### src/hdl/flash_regs_pkg.sv
// constants for the status and configuration register block of a serial flash
package flash_regs_pkg;
   // opcodes
   localparam logic [7:0] OP_WRITE_ENABLE = 8'h06;
   localparam logic [7:0] OP_WRITE_DISABLE = 8'h04;
   localparam logic [7:0] OP_READ_STATUS_LO = 8'h05;
   localparam logic [7:0] OP_READ_STATUS_HI = 8'h35;
   localparam logic [7:0] OP_WRITE_STATUS = 8'h01;
   localparam logic [7:0] OP_WRITE_CONFIG = 8'h31;
   localparam logic [7:0] OP_CONFIG_READ = 8'h15;
   localparam logic [7:0] OP_BUSY_STREAM = 8'h25;
   localparam logic [7:0] OP_ERASE_SUSPEND = 8'h75;
   localparam logic [7:0] OP_PROGRAM_SUSPEND = 8'hb0;
   localparam logic [7:0] OP_RESUME_A = 8'h7a;
   localparam logic [7:0] OP_RESUME_B = 8'h30;
   localparam logic [7:0] OP_PAGE_ERASE = 8'h81;
   // status field positions
   localparam int BUSY_POS = 0;
   localparam int WEL_POS = 1;
   localparam int BP_LO_POS = 2;
   localparam int PROT_LO_POS = 7;
   localparam int PROT_HI_POS = 8;
   localparam int QE_POS = 9;
   localparam int PSUS_POS = 10;
   localparam int LOCK_LO_POS = 11;
   localparam int CMP_POS = 14;
   localparam int ESUS_POS = 15;
   // config field position
   localparam int DPAGE_POS = 7;
   // reset values
   localparam logic [15:0] STATUS_RESET = 16'h0000;
   localparam logic [7:0] CONFIG_RESET = 8'h00;
   // status write cycle time
   localparam int WRITE_CYCLE_NS = 5000;
   localparam int CLK_PERIOD_NS = 10;
   localparam int WRITE_CYCLES = WRITE_CYCLE_NS / CLK_PERIOD_NS;
   // page sizes
   localparam int PAGE_SMALL = 256;
   localparam int PAGE_LARGE = 512;
endpackage

### src/hdl/wip_timer.sv
// self-timed write cycle counter driving the busy flag
`timescale 1ns/1ps
`default_nettype none
module wip_timer
   import flash_regs_pkg::*;
#(
   parameter int CYCLES = WRITE_CYCLES
) (
   // clock and reset
   input wire logic clk_i,
   input wire logic rst_b_i,
   // control
   input wire logic start_i,
   output logic busy_o
);
   // refuse a cycle count that the countdown cannot serve
   if (CYCLES < 1) begin : g_bad_cycles
      $error("cycles must be at least one");
   end
   // state of the timer
   typedef struct packed {
      logic busy;
      logic [31:0] cnt;
   } timer_t;
   timer_t s_q, s_d;
   // countdown, never restarts while busy
   always_comb begin
      s_d = s_q;
      if (!s_q.busy && start_i) begin
         s_d.busy = 1'b1;
         s_d.cnt = 32'(CYCLES - 1);
      end else if (s_q.busy) begin
         if (s_q.cnt == 32'h0) begin
            s_d.busy = 1'b0;
         end else begin
            s_d.cnt = s_q.cnt - 32'h1;
         end
      end
   end
   // register
   always_ff @(posedge clk_i or negedge rst_b_i) begin
      if (!rst_b_i) begin
         s_q <= '0;
      end else begin
         s_q <= s_d;
      end
   end
   assign busy_o = s_q.busy;
endmodule
`default_nettype wire

### src/hdl/flash_status_config_protect.sv
// status, configuration and protection logic of a serial flash
// Operation
// - protect 00: write allowed when latch set
// - protect 01, pin low, quad off: status writes refused, config writes still allowed
// - protect 01, pin high: writes allowed
// - protect 10: locked until power cycle
// - protect 11: locked until power cycle, as 10
// - quad enable repurposes protect/hold pins
// - three set-only security lock bits, cleared by power cycle
// - complement bit at status 14
// - suspend commands set suspend flags
// - resume or power cycle clears flags
// - config read answered even when busy
// - config byte out, upper lines ignored
// - dual-page bit at config bit 7
// - page size 256 or 512
// - buffer load wraps per dual-page bit
// - page erase covers dual page when dual-page bit set
// - busy stream shows live busy flag
// - busy flag never rises mid operation
// - chip select high ends stream, floats
// - busy flag is status bit 0
// - one-byte status write clears bits 14, 9 and 8
`timescale 1ns/1ps
`default_nettype none
module flash_status_config_protect
   import flash_regs_pkg::*;
#(
   parameter int WRITE_CYC = WRITE_CYCLES
) (
   // clock and power-on reset
   input wire logic CLK_I,
   input wire logic RST_B_I,
   // serial link pins
   input wire logic CS_B_I,
   input wire logic SCLK_I,
   input wire logic SI_I,
   output logic SO_O,
   output logic SO_OE_B_O,
   // shared pins: protect/hold or io2/io3
   input wire logic WP_IO2_I,
   input wire logic HOLD_IO3_I,
   // buffer address from the load logic
   input wire logic [8:0] LOAD_ADDR_I,
   output logic [8:0] BUF_ADDR_O,
   output logic [9:0] PAGE_SIZE_O,
   output logic ERASE_DUAL_PAGE_O,
   // pin functions and lock state
   output logic QUAD_IO_ENABLE_O,
   output logic WRITE_PROTECT_B_O,
   output logic HOLD_B_O,
   output logic [2:0] SECURITY_LOCK_O,
   output logic [15:0] STATUS_O,
   output logic [7:0] CONFIG_O
);
   typedef enum logic [2:0] {ST_OPCODE, ST_DATA, ST_SHIFT_OUT, ST_STREAM, ST_IGNORE}
      phase_t;
   // whole state of the block
   typedef struct packed {
      logic [2:0] sync_cs;
      logic [2:0] sync_clk;
      logic [1:0] sync_si;
      logic [1:0] sync_wp;
      logic [1:0] sync_hold;
      phase_t phase;
      logic [7:0] opcode;
      logic [15:0] shreg;
      logic [4:0] bitcnt;
      logic [7:0] outbyte;
      logic so;
      logic so_en;
      logic [15:0] status;
      logic [7:0] config_r;
      logic start;
   } state_t;
   state_t s_q, s_d;
   logic busy;
   // synchronised pin levels (second stage)
   logic cs_b, sclk, si, wp_b, hold_b;
   logic sclk_rise, sclk_fall, cs_rise;
   assign cs_b = s_q.sync_cs[1];
   assign sclk = s_q.sync_clk[1];
   assign si = s_q.sync_si[1];
   assign wp_b = s_q.sync_wp[1];
   assign hold_b = s_q.sync_hold[1];
   assign sclk_rise = sclk && !s_q.sync_clk[2];
   assign sclk_fall = !sclk && s_q.sync_clk[2];
   assign cs_rise = cs_b && !s_q.sync_cs[2];

   // protection decision from protect bits and pin
   function automatic logic sr_write_ok(input logic [15:0] st, input logic wp, input logic qe);
      logic hi;
      logic lo;
      hi = st[PROT_HI_POS];
      lo = st[PROT_LO_POS];
      sr_write_ok = 1'b0;
      if (st[WEL_POS]) begin
         case ({hi, lo})
            2'b00: sr_write_ok = 1'b1;
            2'b01: sr_write_ok = qe | wp;
            2'b10: sr_write_ok = 1'b0;
            default: sr_write_ok = 1'b0;
         endcase
      end
   endfunction

   // self-timed write cycle
   wip_timer #(
      .CYCLES(WRITE_CYC)
   ) u_timer (
      .clk_i(CLK_I),
      .rst_b_i(RST_B_I),
      .start_i(s_q.start),
      .busy_o(busy)
   );

   // next state
   always_comb begin
      logic [15:0] nst;
      logic [7:0] op;
      nst = 16'h0;
      op = 8'h0;
      s_d = s_q;
      s_d.start = 1'b0;
      s_d.sync_cs = {s_q.sync_cs[1:0], CS_B_I};
      s_d.sync_clk = {s_q.sync_clk[1:0], SCLK_I};
      s_d.sync_si = {s_q.sync_si[0], SI_I};
      s_d.sync_wp = {s_q.sync_wp[0], WP_IO2_I};
      s_d.sync_hold = {s_q.sync_hold[0], HOLD_IO3_I};
      // busy mirrors the timer; latch clears when cycle ends
      s_d.status[BUSY_POS] = busy;
      if (s_q.status[BUSY_POS] && !busy) begin
         s_d.status[WEL_POS] = 1'b0;
      end
      if (cs_b) begin
         // frame end: execute writes on exact boundaries
         if (cs_rise && s_q.phase == ST_DATA && !busy) begin
            if (s_q.opcode == OP_WRITE_STATUS
                && sr_write_ok(s_q.status, wp_b, s_q.status[QE_POS])) begin
               nst = s_q.status;
               if (s_q.bitcnt == 5'd8) begin
                  nst[7:2] = s_q.shreg[7:2];
                  nst[CMP_POS] = 1'b0;
                  nst[QE_POS] = 1'b0;
                  nst[PROT_HI_POS] = 1'b0;
                  s_d.start = 1'b1;
               end else if (s_q.bitcnt == 5'd16) begin
                  nst[7:2] = s_q.shreg[15:10];
                  nst[CMP_POS] = s_q.shreg[CMP_POS - 8];
                  nst[QE_POS] = s_q.shreg[QE_POS - 8];
                  nst[PROT_HI_POS] = s_q.shreg[PROT_HI_POS - 8];
                  // lock bits only ever set
                  nst[13:11] = s_q.status[13:11] | s_q.shreg[13 - 8:11 - 8];
                  s_d.start = 1'b1;
               end
               if (s_d.start) begin
                  s_d.status = {s_q.status[ESUS_POS], nst[14:11], s_q.status[PSUS_POS],
                     nst[9:2], s_q.status[1:0]};
               end
            end else if (s_q.opcode == OP_WRITE_CONFIG && s_q.status[WEL_POS]
                && s_q.bitcnt == 5'd8) begin
               s_d.config_r[DPAGE_POS] = s_q.shreg[DPAGE_POS];
               s_d.start = 1'b1;
            end
         end
         s_d.phase = ST_OPCODE;
         s_d.bitcnt = 5'd0;
         s_d.so_en = 1'b0;
      end else begin
         case (s_q.phase)
            ST_OPCODE: begin
               if (sclk_rise) begin
                  op = {s_q.opcode[6:0], si};
                  s_d.opcode = op;
                  s_d.bitcnt = s_q.bitcnt + 5'd1;
                  if (s_q.bitcnt == 5'd7) begin
                     s_d.bitcnt = 5'd0;
                     s_d.phase = ST_IGNORE;
                     case (op)
                        OP_WRITE_ENABLE: s_d.status[WEL_POS] = !busy;
                        OP_WRITE_DISABLE: s_d.status[WEL_POS] = busy & s_q.status[WEL_POS];
                        OP_WRITE_STATUS, OP_WRITE_CONFIG: s_d.phase = ST_DATA;
                        OP_ERASE_SUSPEND: s_d.status[ESUS_POS] = 1'b1;
                        OP_PROGRAM_SUSPEND: s_d.status[PSUS_POS] = 1'b1;
                        OP_RESUME_A, OP_RESUME_B: begin
                           s_d.status[ESUS_POS] = 1'b0;
                           s_d.status[PSUS_POS] = 1'b0;
                        end
                        OP_CONFIG_READ: begin
                           s_d.outbyte = s_q.config_r;
                           s_d.phase = ST_SHIFT_OUT;
                        end
                        OP_READ_STATUS_LO: begin
                           s_d.outbyte = s_d.status[7:0];
                           s_d.phase = ST_SHIFT_OUT;
                        end
                        OP_READ_STATUS_HI: begin
                           s_d.outbyte = s_d.status[15:8];
                           s_d.phase = ST_SHIFT_OUT;
                        end
                        OP_BUSY_STREAM: s_d.phase = ST_STREAM;
                        default: s_d.phase = ST_IGNORE;
                     endcase
                  end
               end
            end
            ST_DATA: begin
               // count one past 16 so an overlong frame misses both boundaries
               if (sclk_rise && s_q.bitcnt != 5'd17) begin
                  s_d.shreg = {s_q.shreg[14:0], si};
                  s_d.bitcnt = s_q.bitcnt + 5'd1;
               end
            end
            ST_SHIFT_OUT: begin
               // msb first on falling edge, repeats the byte
               if (sclk_fall) begin
                  s_d.so = s_q.outbyte[7];
                  s_d.so_en = 1'b1;
                  s_d.outbyte = {s_q.outbyte[6:0], s_q.outbyte[7]};
               end
            end
            ST_STREAM: begin
               // live busy, no clock needed
               s_d.so = busy;
               s_d.so_en = 1'b1;
            end
            default: begin
               s_d.phase = ST_IGNORE;
            end
         endcase
      end
   end

   // register
   always_ff @(posedge CLK_I or negedge RST_B_I) begin
      if (!RST_B_I) begin
         s_q <= '0;
         s_q.sync_cs <= 3'h7;
         s_q.phase <= ST_OPCODE;
         s_q.status <= STATUS_RESET;
         s_q.config_r <= CONFIG_RESET;
      end else begin
         s_q <= s_d;
      end
   end

   // outputs
   assign SO_O = s_q.so;
   assign SO_OE_B_O = !s_q.so_en;
   assign STATUS_O = s_q.status;
   assign CONFIG_O = s_q.config_r;
   assign QUAD_IO_ENABLE_O = s_q.status[QE_POS];
   assign WRITE_PROTECT_B_O = s_q.status[QE_POS] | wp_b;
   assign HOLD_B_O = s_q.status[QE_POS] | hold_b;
   assign SECURITY_LOCK_O = s_q.status[13:11];
   assign PAGE_SIZE_O = s_q.config_r[DPAGE_POS] ? 10'(PAGE_LARGE) : 10'(PAGE_SMALL);
   assign BUF_ADDR_O = s_q.config_r[DPAGE_POS] ? LOAD_ADDR_I : {1'b0, LOAD_ADDR_I[7:0]};
   assign ERASE_DUAL_PAGE_O = s_q.config_r[DPAGE_POS];

   // protect 10 or 11 freezes status bits 14:11 and 9:2
   property p_locked;
      @(posedge CLK_I) disable iff (!RST_B_I)
      // program suspend flag is read-only and may still move
      s_q.status[PROT_HI_POS] |=> $stable({s_q.status[14:11], s_q.status[9:2]});
   endproperty
   a_locked: assert property (p_locked) else $error("locked status changed");
   property p_hw_protect;
      @(posedge CLK_I) disable iff (!RST_B_I)
      (s_q.status[8:7] == 2'b01 && !wp_b && !s_q.status[QE_POS]) |-> !s_d.start
         || s_q.opcode == OP_WRITE_CONFIG;
   endproperty
   a_hw_protect: assert property (p_hw_protect) else $error("write under hw protect");
   property p_no_wel;
      @(posedge CLK_I) disable iff (!RST_B_I)
      !s_q.status[WEL_POS] |-> !s_d.start;
   endproperty
   a_no_wel: assert property (p_no_wel) else $error("write without latch");
   property p_stream;
      @(posedge CLK_I) disable iff (!RST_B_I)
      (s_q.phase == ST_STREAM && !cs_b) |=> (SO_O == $past(busy) && !SO_OE_B_O);
   endproperty
   a_stream: assert property (p_stream) else $error("stream not live busy");
   property p_cs_float;
      @(posedge CLK_I) disable iff (!RST_B_I)
      cs_b |=> SO_OE_B_O;
   endproperty
   a_cs_float: assert property (p_cs_float) else $error("output not floated");
   property p_wrap;
      @(posedge CLK_I) disable iff (!RST_B_I)
      !s_q.config_r[DPAGE_POS] |-> !BUF_ADDR_O[8];
   endproperty
   a_wrap: assert property (p_wrap) else $error("no wrap at 256");
   property p_lock_sticky;
      @(posedge CLK_I) disable iff (!RST_B_I)
      ($past(s_q.status[13:11]) & ~s_q.status[13:11]) == 3'h0;
   endproperty
   a_lock_sticky: assert property (p_lock_sticky) else $error("lock bit cleared");
   property p_resume;
      @(posedge CLK_I) disable iff (!RST_B_I)
      (s_q.phase == ST_OPCODE && s_q.bitcnt == 5'd7 && sclk_rise && !cs_b
       && ({s_q.opcode[6:0], si} == OP_RESUME_A))
      |=> (s_q.status[ESUS_POS] == 1'b0 && s_q.status[PSUS_POS] == 1'b0);
   endproperty
   a_resume: assert property (p_resume) else $error("resume kept flags");
endmodule
`default_nettype wire

### config.mk
export PLATFORM = sky130hd
export DESIGN_NAME = flash_status_config_protect
export DESIGN_NICKNAME = d
export VERILOG_FILES = /design/src/hdl/flash_regs_pkg.sv /design/src/hdl/wip_timer.sv /design/src/hdl/flash_status_config_protect.sv
export SDC_FILE = /design/constraint.sdc
export NUM_CORES = 1
export LEC_CHECK = 0
export ABC_AREA = 1
export BUFFER_PORTS_ARGS = -buffer_cell sky130_fd_sc_hd__buf_2
export CORE_AREA = 2 2 104 106
export DETAILED_ROUTE_END_ITERATION = 10
export DIE_AREA = 0 0 106 108
export HOLD_SLACK_MARGIN = 0.06
export PLACE_DENSITY = 0.77
export SETUP_SLACK_MARGIN = 0.05
export SYNTH_ARGS = -nofsm -noshare
export SYNTH_HDL_FRONTEND = slang
export SYNTH_SLANG_ARGS = --single-unit
### constraint.sdc
create_clock -name CLK_I -period 2.2 [get_ports CLK_I]
set_input_delay 0.11 -clock CLK_I [delete_from_list [all_inputs] [get_ports CLK_I]]
set_output_delay 0.11 -clock CLK_I [all_outputs]
set_load 0.05 [all_outputs]
# --- Yosys cells after proc, flatten, opt, wreduce, memory -nomap -nowiden ---
# Index checks and enable logic that the tools add are counted.
word_totals:
  in_bits: 16
  word_cells: 167
  reg_bits: 105
  out_inout_bits: 52
classes:
  n_reduce_logical: 44
  n_addsub: 2
  n_eq_ne: 33
  mux: 60
  bitwise: 7
op_table:
  columns: ["cell", "count"]
  rows:
  - ["33-bit 2-to-1 mux", 2]
  - ["8-bit by 6-bit equality test with 1-bit output, second input constant", 5]
  - ["32-bit logical NOT", 1]
  - ["32-bit 2-to-1 mux", 1]
  - ["32-bit by 1-bit subtractor with 32-bit output, second input constant", 1]
  - ["1-bit 2-to-1 mux", 28]
  - ["13-bit 2-to-1 mux", 2]
  - ["8-bit by 3-bit equality test with 1-bit output, second input constant", 3]
  - ["8-bit one-hot mux with 3 select lines", 1]
  - ["10-bit 2-to-1 mux", 2]
  - ["17-bit 2-to-1 mux", 1]
  - ["8-bit by 1-bit equality test with 1-bit output, second input constant", 2]
  - ["8-bit by 7-bit equality test with 1-bit output, second input constant", 2]
  - ["16-bit 2-to-1 mux", 1]
  - ["8-bit 2-to-1 mux", 2]
  - ["8-bit one-hot mux with 2 select lines", 1]
  - ["15-bit 2-to-1 mux", 1]
  - ["3-bit AND reduction", 5]
  - ["5-bit AND reduction", 3]
  - ["6-bit AND reduction", 2]
  - ["2-bit nonzero test", 6]
  - ["1-bit logical AND", 11]
  - ["11-bit 2-to-1 mux", 1]
  - ["5-bit 2-to-1 mux", 2]
  - ["37 further kinds", 60]

# --- Longest topological paths before layout ---
# Gate-level depths: netlist (run 1).
logic_depth:
  ltp_word: 14
  depth_mapped: 11
  depth_no_buf: 10

# --- By module ---
# Synthesis (run 1) repeated with hierarchy kept, for this count alone.
hier_totals:
  cells_unflattened: 811
  hier_area_um2: 5993.2
modules_own_cells:
  columns: ["module", "cells_each", "area_per_inst_um2", "instances", "seq_area_each_um2"]
  rows:
  - ["flash_status_config_protect", 474, 3766.1, 1, 1805.5]
  - ["wip_timer", 337, 2227.1, 1, 825.8]

# --- Worst setup path after synthesis (run 1) ---
# No wires, ideal clock.
synth_path:
  path_type: "register -> register"
  start: "register s_q (netlist bit STATUS_O[9])"
  end: "register s_q (netlist bit STATUS_O[2])"
  required_time_ns: 2.080
  path_stages_with_launch: 8
  synth_period_minus_slack_ns: 1.978
  path_buffers: 1
  setup_slack_ns: 0.222
  setup_ns: 0.120
  t_arrival_ns: 1.858
  path_cell_list: "dfrtp_1 -> or2_2 -> nor2_1 -> nor3_1 -> nand3_1 -> buf_2 -> o21ai_0 -> inv_1"
synth_via:
  elab_chain_len: 7
synth_rtl:
  columns: ["element", "line_no", "text"]
  rows:
  - ["start, declared", "flash_status_config_protect.sv:76", "state_t s_q, s_d;"]
  - ["1-bit bitwise OR", null, null]
  - ["via WRITE_PROTECT_B_O", "flash_status_config_protect.sv:50", "output logic WRITE_PROTECT_B_O,"]
  - ["1-bit one-hot mux with 2 select lines", "flash_status_config_protect.sv:98", "case ({hi, lo})"]
  - ["1-bit 2-to-1 mux", "flash_status_config_protect.sv:97", "if (st[WEL_POS]) begin"]
  - ["1-bit 2-to-1 mux", "flash_status_config_protect.sv:137", "if (cs_rise && s_q.phase == ST_DATA && !busy) begin"]
  - ["1-bit 2-to-1 mux", "flash_status_config_protect.sv:135", "if (cs_b) begin"]
  - ["1-bit logical AND", "flash_status_config_protect.sv:139", "&& sr_write_ok(s_q.status, wp_b, s_q.status[QE_POS])) begin"]
  - ["5-bit AND reduction (no line)", null, null]
# The timed path passes the listed nets, and every way through them passes these cells. The select of a mux whose other input is x is not followed.
# A chain may end at the register's enable or synchronous reset.

# --- Final worst setup path (run 1) ---
layout_path:
  start: "register u_timer.s_q[0] (netlist bit)"
  end: "register u_timer.s_q[23] (netlist bit)"
layout_via:
  elab_chain_len: 4
  elab_cells_between_ends: 7
  classes_between: "add/sub (1); eq/ne (1); mux (3); reduce/logical (2)"
layout_rtl:
  columns: ["element", "line_no", "text"]
  rows:
  - ["start, declared", "wip_timer.sv:25", "timer_t s_q, s_d;"]
  - ["start signal, assigned", "wip_timer.sv:43", "s_q <= '0;"]
  - ["start signal, assigned", "wip_timer.sv:45", "s_q <= s_d;"]
  - ["32-bit by 1-bit subtractor with 32-bit output", "wip_timer.sv:36", "s_d.cnt = s_q.cnt - 32'h1;"]
  - ["32-bit 2-to-1 mux", "wip_timer.sv:33", "if (s_q.cnt == 32'h0) begin"]
  - ["33-bit 2-to-1 mux", "wip_timer.sv:32", "end else if (s_q.busy) begin"]
  - ["33-bit 2-to-1 mux", "wip_timer.sv:29", "if (!s_q.busy && start_i) begin"]
# Parallel ways exist; a longest one is shown, timed or not. The select of a mux whose other input is x is not followed.

==> results of run 1 <==
[power breakdown]
group	total, mW	switching, mW	internal [mW]
Clock	1.20	0.677	0.526
Combinational	0.481	0.344	0.137
Sequential	2.10	0.0815	2.01
Total	3.78	1.10	2.68
[cell type report]
class                      count  area (sq um)  share of cell area
sequential                   105          2631              0.4193
timing repair buffer          56         360.3             0.05742
clock inverter                 7         70.07             0.01116
tap                          136         170.2             0.02711
inverter                      80         300.3             0.04785
clock buffer                   9         123.9             0.01974
multi-input combinational    565          2620              0.4175
[cell usage in the layout (no fill, tap or decap), types with 11 or more instances in the layout]
master	netlist	final
buf_2	3	35
xor2_1	15	15
dfrtp_1	102	102
conb_1	1	15
o21ai_0	67	67
nor3_1	11	11
buf_4	45	14
nand3_1	42	42
inv_1	78	78
nor2_1	101	101
nand2_1	232	231
nand4_1	14	14
[final timing paths]
| path | end | slack [ns] | cells after the start |
|---|---|---|---|
| worst max-delay path | u_timer.s_q[23] | 0.29 | 11 |
| worst min-delay path | BUF_ADDR_O[1] | 0.22 | 0 |
| worst max register to register | u_timer.s_q[23] | 0.29 | 11 |
| worst min register to register | s_d[75] | 0.36 | 0 |
| max in group asynchronous | s_q[53] | 1.27 | 3 |
| min in group asynchronous | u_timer.s_q[27] | 0.23 | 2 |
[synth_stat cells]
cell type  count  area share
buf_2          3      0.0025
clkbuf_1       8      0.0051
ha_1           4      0.0084
o22ai_1        8      0.0084
a22oi_1        1      0.0013
o21bai_1       9       0.011
dfrtp_1      102        0.43
o21a_1         1      0.0013
o21ai_1        9      0.0076
nor2_1       101       0.064
mux2_2         2      0.0038
nand2_2        2      0.0021
nor2_2         7      0.0074
a21boi_0       2      0.0025
nor4_1         1      0.0011
o211ai_1       1      0.0013
o31ai_1        1      0.0013
or2_2          2      0.0021
inv_1         78       0.049
nor3_2         1      0.0017
nor3_1        11      0.0093
nand2_1      232        0.15
a21oi_1        9      0.0076
nor2_4         2      0.0038
nand3_2        1      0.0017
buf_6          4      0.0076
buf_4         45       0.057
inv_2          2      0.0013
dfstp_2        3       0.013
conb_1         1     0.00063
nor2_8         1      0.0034
o21ai_0       67       0.057
xor2_1        15       0.022
nand4_1       14       0.015
nand3b_1       3      0.0038
a31oi_1        1      0.0011
nand3_1       42       0.035
[per-layer routing]
metal,GRT usage,up-vias,routed length [um]
met3,0.03677,38,698
met4,0.1175,0,387
li1,-,2513,-
met2,0.4166,183,6334
met5,0,-,0
met1,0.3137,2367,5758
[metrics by stage]
| step | util | setup slack, ns |
|---|---|---|
| after floorplan | - | 0.2220 |
| after global routing | 0.6134 | 0.05831 |
| after CTS | 0.6132 | 0.2445 |
| final | 0.6134 | 0.2941 |
| after global placement | 0.5884 | 0.3458 |
| after detailed placement | 0.5884 | 0.2685 |
[cell families (layout without fill, tap and decap cells)]
group | after synthesis | in the layout | synth area share
AO/OA/AOI/OAI | 109 | 109 | 0.1003
XOR/XNOR | 15 | 15 | 0.02218
adder cells (fa/ha/maj) | 4 | 4 | 0.008448
buffers and inverters | 140 | 152 | 0.1229
flip-flops | 105 | 105 | 0.4441
multiplexers | 2 | 2 | 0.003801
other | 1 | 15 | 0.0006330
AND/OR/NAND/NOR | 420 | 420 | 0.2976
[timing repair]
action	CTS	global route
endpoints found under the setup margin	0	12
gates resized for setup	0	1
hold buffers	6	0
hold endpoints to repair	38	0
[state kept, by name, indices dropped and copies added (netlist names)]
name            cells
u_timer.busy_o      1
s_q                46
SO_O                1
u_timer.s_q        32
CONFIG_O            1
hold_b              1
s_d                 6
cs_b                1
STATUS_O           16
==> run_results.csv, run 1 <==
group,metric,value,unit
critical_path,crit_path_end_kind,"flop",
sta,finalHoldViolCount,0,
finish,fillers,930,
die,fp.dieH,108,um
route,drt_first_pass_iters,8,
logic_synthesis,synth.avg_cell_area,7.443,sq um
clock_network,cts_buffer_depth,2,
clock_network,post-cts-setup-buffers,0,
route,post-route-drc-count,0,
clock_network,clk_pin_slew_worst_paths,0.10,ns
die,fp.dieArea,11450,sq um
outcome,status,"finished clean",
route,routed_via_density,5.325,
global_routing,grt_overflow_total,0,
global_routing,track_usage,0.2463,
logic_synthesis,seq_area_frac_synth,0.4441,
critical_path,crit_type,"flop to flop",
critical_path,slowest_stage,"dfrtp_1",
sta,rsz0062_at_grt,"no",
place,dpl.hpwl,9690,um
place,post-place-cells,936,
die,initial_core_util,0.5791,
route,totalWireLength,13180,um
place,gp_congestion,0.9307,
clock_network,clk_latency,0.38,ns
global_routing,first_global_vias,4860,
clock_network,cts_made_buffers,9,
route,wl_per_cell,13.76,um
finish,area_growth_syn_to_layout,5.935,%
clock_network,tritoncts,"yes",
critical_path,startpoint,"u_timer.s_q[0]",
finish,drive_above_1_share,0.1095,
critical_path,rr_startpoint,"u_timer.s_q[0]",
sta,min_period_over_period,0.8663,
min_path,hp-class,"input port to output pin",
place,port_buffers,36,
min_path,worstHoldStart,"LOAD_ADDR_I[1]",
power,peakVddDrop,0.4527,mV
route,antenna_left,0,
critical_path,critical_path_buf_inv_count,2,
sta,maxSlewViolCount,0,
clock_network,h-tree-depth,3,
sta,fin_skew,0.01532,ns
sta,relSlewSlack,0.6675,
route,drt_iter0_drc,356,
sta,holdWs,0.2200,ns
logic_synthesis,synth.distinct_cells,37,
logic_synthesis,ys_seq_elements,105,
logic_synthesis,syn_inst,796,
sta,max_clock_freq,0.5247,GHz
global_routing,grt_pass1_wl,22330,um
critical_path,cpPeakStageDelay,0.39,ns
die,pin_count,68,
global_routing,grt_max_degree,47,
critical_path,startpoint_type,"flop",
die,row_count,37,
critical_path,worst-path-max-fanout,46,
route,vias,5101,
clock_network,cts_root_buffer,"clkbuf_8",
critical_path,path_delay_family,"simple AND/OR/NAND/NOR gates",
critical_path,crit_chain,"inv_1, ha_1, nand2_2, nor2_4, nand2_2, nor2_2, nor2_4, nor2_8, buf_12, nand2_1, o21ai_0",
logic_synthesis,netlist_area,5924,sq um
finish,nNetsFinal,837,
sta,setup_viol,0,
job,maxCapViolations,0,
power,power.leakage,3.363,nW
sta,finalSetupTns,0,ns
finish,stdcell_count,958,
place,postPlaceCellArea,6020,sq um
logic_synthesis,ys.warnings.count,0,
power,power,3.781,mW
finish,n_antenna_cell,0,
die,core,10230,sq um
sta,worstMarginPinSlew,0.4970,ns
critical_path,required,2.48,ns
sta,min_period,1.906,ns
finish,design_area,6276,sq um
die,die_w,106,um
clock_network,clock-sinks,105,
power,power_density,602.4,nW/um^2
critical_path,crit_arrival,2.19,ns
global_routing,antenna_found_initial,0,
No activity file was read; power rests on OpenSTA's default activity.
==> run 2: changes to the inputs <==
--- a/config.mk
+++ b/config.mk
@@ -5,13 +5,12 @@
 export SDC_FILE = /design/constraint.sdc
 export NUM_CORES = 1
 export LEC_CHECK = 0
-export ABC_AREA = 1
 export BUFFER_PORTS_ARGS = -buffer_cell sky130_fd_sc_hd__buf_2
-export CORE_AREA = 2 2 104 106
+export CORE_AREA = 2 2 100 102
 export DETAILED_ROUTE_END_ITERATION = 10
-export DIE_AREA = 0 0 106 108
+export DIE_AREA = 0 0 102 104
 export HOLD_SLACK_MARGIN = 0.06
-export PLACE_DENSITY = 0.77
+export PLACE_DENSITY = 0.76
 export SETUP_SLACK_MARGIN = 0.05
 export SYNTH_ARGS = -nofsm -noshare
 export SYNTH_HDL_FRONTEND = slang
==> run 2 against run 1 <==
The run now ends with setup timing left. Routed wire length decreased by 3.0%. Highest routed layer unchanged. Largest cell class unchanged. Register-to-register slack got worse by 0.67 ns. Flip-flop and latch count unchanged. Via count down 16%. Final area up 5.0%. Die area down 7.3%. Sequential share of layout area is 2.0 points lower.
==> run_results.csv, run 2 <==
group,metric,value,unit
finish,regMostFlops,"s_q",
logic_synthesis,seq_area_frac_synth,0.4890,
sta,fin_skew,0.008504,ns
critical_path,startpoint_type,"flop",
critical_path,crit_type,"flop to flop",
finish,final_cell_mix,"102 x dfrtp_1, 78 x buf_4, 43 x nand2_1",
critical_path,worst-path-max-fanout,5,
critical_path,required,2.50,ns
outcome,violations,"setup timing",
logic_synthesis,synth.avg_cell_area,10.37,sq um
logic_synthesis,synth_ff_type,"dfrtp_1",
finish,design_area,6590,sq um
clock_network,cts_buffer_depth,2,
die,pin_count,68,
logic_synthesis,synth_async_sr_flop_share,1.000,
sta,min_period_over_period,1.173,
route,met3_length,419,um
global_routing,first_global_vias,4347,
global_routing,grt_max_degree,60,
global_routing,track_usage,0.2476,
finish,n_antenna_cell,0,
clock_network,clk_pin_slew_worst_paths,0.11,ns
route,antenna_left,0,
die,row_count,36,
clock_network,clk_latency,0.38,ns
sta,relSlewSlack,0.4775,
logic_synthesis,synth.distinct_cells,61,
clock_network,h-tree-depth,3,
sta,finalHoldViolCount,0,
sta,finalSetupTns,-6.066,ns
die,fp.dieArea,10610,sq um
power,power_density,590.0,nW/um^2
clock_network,cts_made_buffers,9,
finish,largest_reg_flops,46,
logic_synthesis,synth_top_cell_area_share,0.4743,
finish,nNetsFinal,624,
clock_network,tritoncts,"yes",
sta,holdWs,0.2201,ns
sta,post-route-worst-setup-slack,-0.3809,ns
outcome,status,"finished, violations left",
logic_synthesis,synth_edf_count,0,
route,drt_first_pass_iters,4,
logic_synthesis,synth_top_cell_by_area,"dfrtp_1",
job,maxCapViolations,0,
finish,drive_above_1_share,0.3530,
logic_synthesis,synth_common_cells,"102 x dfrtp_1, 45 x nand2_1, 44 x buf_4",
route,top_layer,"met4",
power,peakVddDrop,0.5652,mV
logic_synthesis,ys.warnings.count,0,
place,port_buffers,36,
logic_synthesis,syn_inst,519,
critical_path,crit_path_end_kind,"flop",
place,post-place-ws,-0.3071,ns
die,die_w,102,um
logic_synthesis,synth.area.top_cells,"dfrtp_1 47%, buf_4 6.1%, mux2_2 5.0%",
global_routing,antenna_found_initial,0,
sta,min_period,2.581,ns
finish,fillers,706,
place,gp_congestion,0.8728,
route,met1_length,5153,um
route,totalWireLength,12780,um
route,route.met2.wl,6906,um
power,power.leakage,3.176,nW
route,post-route-drc-count,0,
sta,maxSlewViolCount,0,
finish,area_growth_syn_to_layout,22.46,%
sta,worstMarginPinSlew,0.7838,ns
global_routing,grt_pass1_wl,20950,um
finish,layout_commonest_cell,"dfrtp_1",
route,drt_iter0_drc,226,
clock_network,clock-sinks,105,
route,wl_per_cell,17.23,um
logic_synthesis,synth_most_common_cell,"dfrtp_1",
die,fp.dieH,104,um
die,core,9549,sq um
logic_synthesis,ys_seq_elements,105,
critical_path,crit_arrival,2.89,ns
global_routing,grt_overflow_total,0,
route,vias,4272,
clock_network,cts_root_buffer,"clkbuf_8",
logic_synthesis,netlist_area,5381,sq um
sta,rsz0062_at_grt,"yes",
sta,setup_viol,30,
die,initial_core_util,0.5635,
sta,max_clock_freq,0.3875,GHz
place,dpl.hpwl,8514,um
route,routed_via_density,5.757,
place,postPlaceCellArea,5949,sq um
min_path,hp-class,"input port to output pin",
-- run 2: cell count changes after synthesis, moves of 12 or more --
cell,previous run,this run
nor4_1,1,14
nand4_1,14,2
mux2_2,2,24
nand3_1,42,14
nor2_1,101,26
inv_1,78,14
mux2i_1,0,18
o21ai_0,67,24
clkbuf_1,8,20
or4_1,0,13
nand2_1,232,45
-- run 2: final timing paths --
check | from | end | slack (ns) | depth (start not counted)
max reg2reg | u_timer.s_q[9] | u_timer.s_q[28] | -0.38 | 5
max | u_timer.s_q[9] | u_timer.s_q[28] | -0.38 | 5
max in group asynchronous | RST_B_I | s_d[77] | 1.12 | 3
min reg2reg | s_d[74] | s_d[75] | 0.36 | 0
min in group asynchronous | RST_B_I | SO_O | 0.34 | 2
min | LOAD_ADDR_I[1] | BUF_ADDR_O[1] | 0.22 | 0
-- run 2: area by class of cell --
type	count	area, sq um	share of cell area
Tap cell	133	166.4	0.02525
Multi-Input combinational cell	348	2628	0.3987
Clock inverter	7	80.08	0.01215
Clock buffer	9	123.9	0.01880
Sequential cell	105	2631	0.3993
Timing Repair Buffer	126	908.4	0.1378
Inverter	14	52.55	0.007974
-- run 2: where the power goes --
part	switching [mW]	internal [mW]	leakage, nW
clock	0.751	0.454	0.0998
combinational	0.351	0.221	1.65
sequential	0.107	2.00	1.42
-- run 2: metal layers --
layer | up-vias | track usage
met3 | 27 | 0.04637
met4 | 0 | 0.09238
met1 | 2133 | 0.3082
met5 | - | 0
li1 | 2020 | -
met2 | 92 | 0.4239
-- run 2: per-stage QoR --
stage	total power [mW]	cells	utilization
after floorplan	2.544	533	-
after global placement	2.644	706	0.6230
after detailed placement	2.676	706	0.6230
after CTS	3.890	739	0.6761
after global routing	4.070	742	0.6901
final	3.888	742	0.6901
-- run 2: repair_timing --
| item | CTS | global route |
|---|---|---|
| cloned | 2 | 0 |
| setup buffers | 9 | 3 |
| endpoints found under the hold margin | 62 | 0 |
| pin swaps | 19 | 9 |
| setup endpoints to repair | 39 | 52 |
| resized for setup | 32 | 25 |
| hold buffers | 6 | 0 |
-- run 2: cell families after synthesis --
group,after synthesis,share of synthesized area
compound gates,104,0.1365
xor+xnor,5,0.008137
fa+ha+maj,4,0.009301
buf+inv,81,0.08858
flops,105,0.4890
mux,42,0.08370
other cells,1,0.0006968
simple gates,177,0.1841
-- run 2: critical path: stages (launching register included) --
cell	delay, ns
dfrtp_1	0.41
or4_4	0.52
or4_4	0.47
or4_4	0.52
or4_4	0.44
a21oi_2	0.16
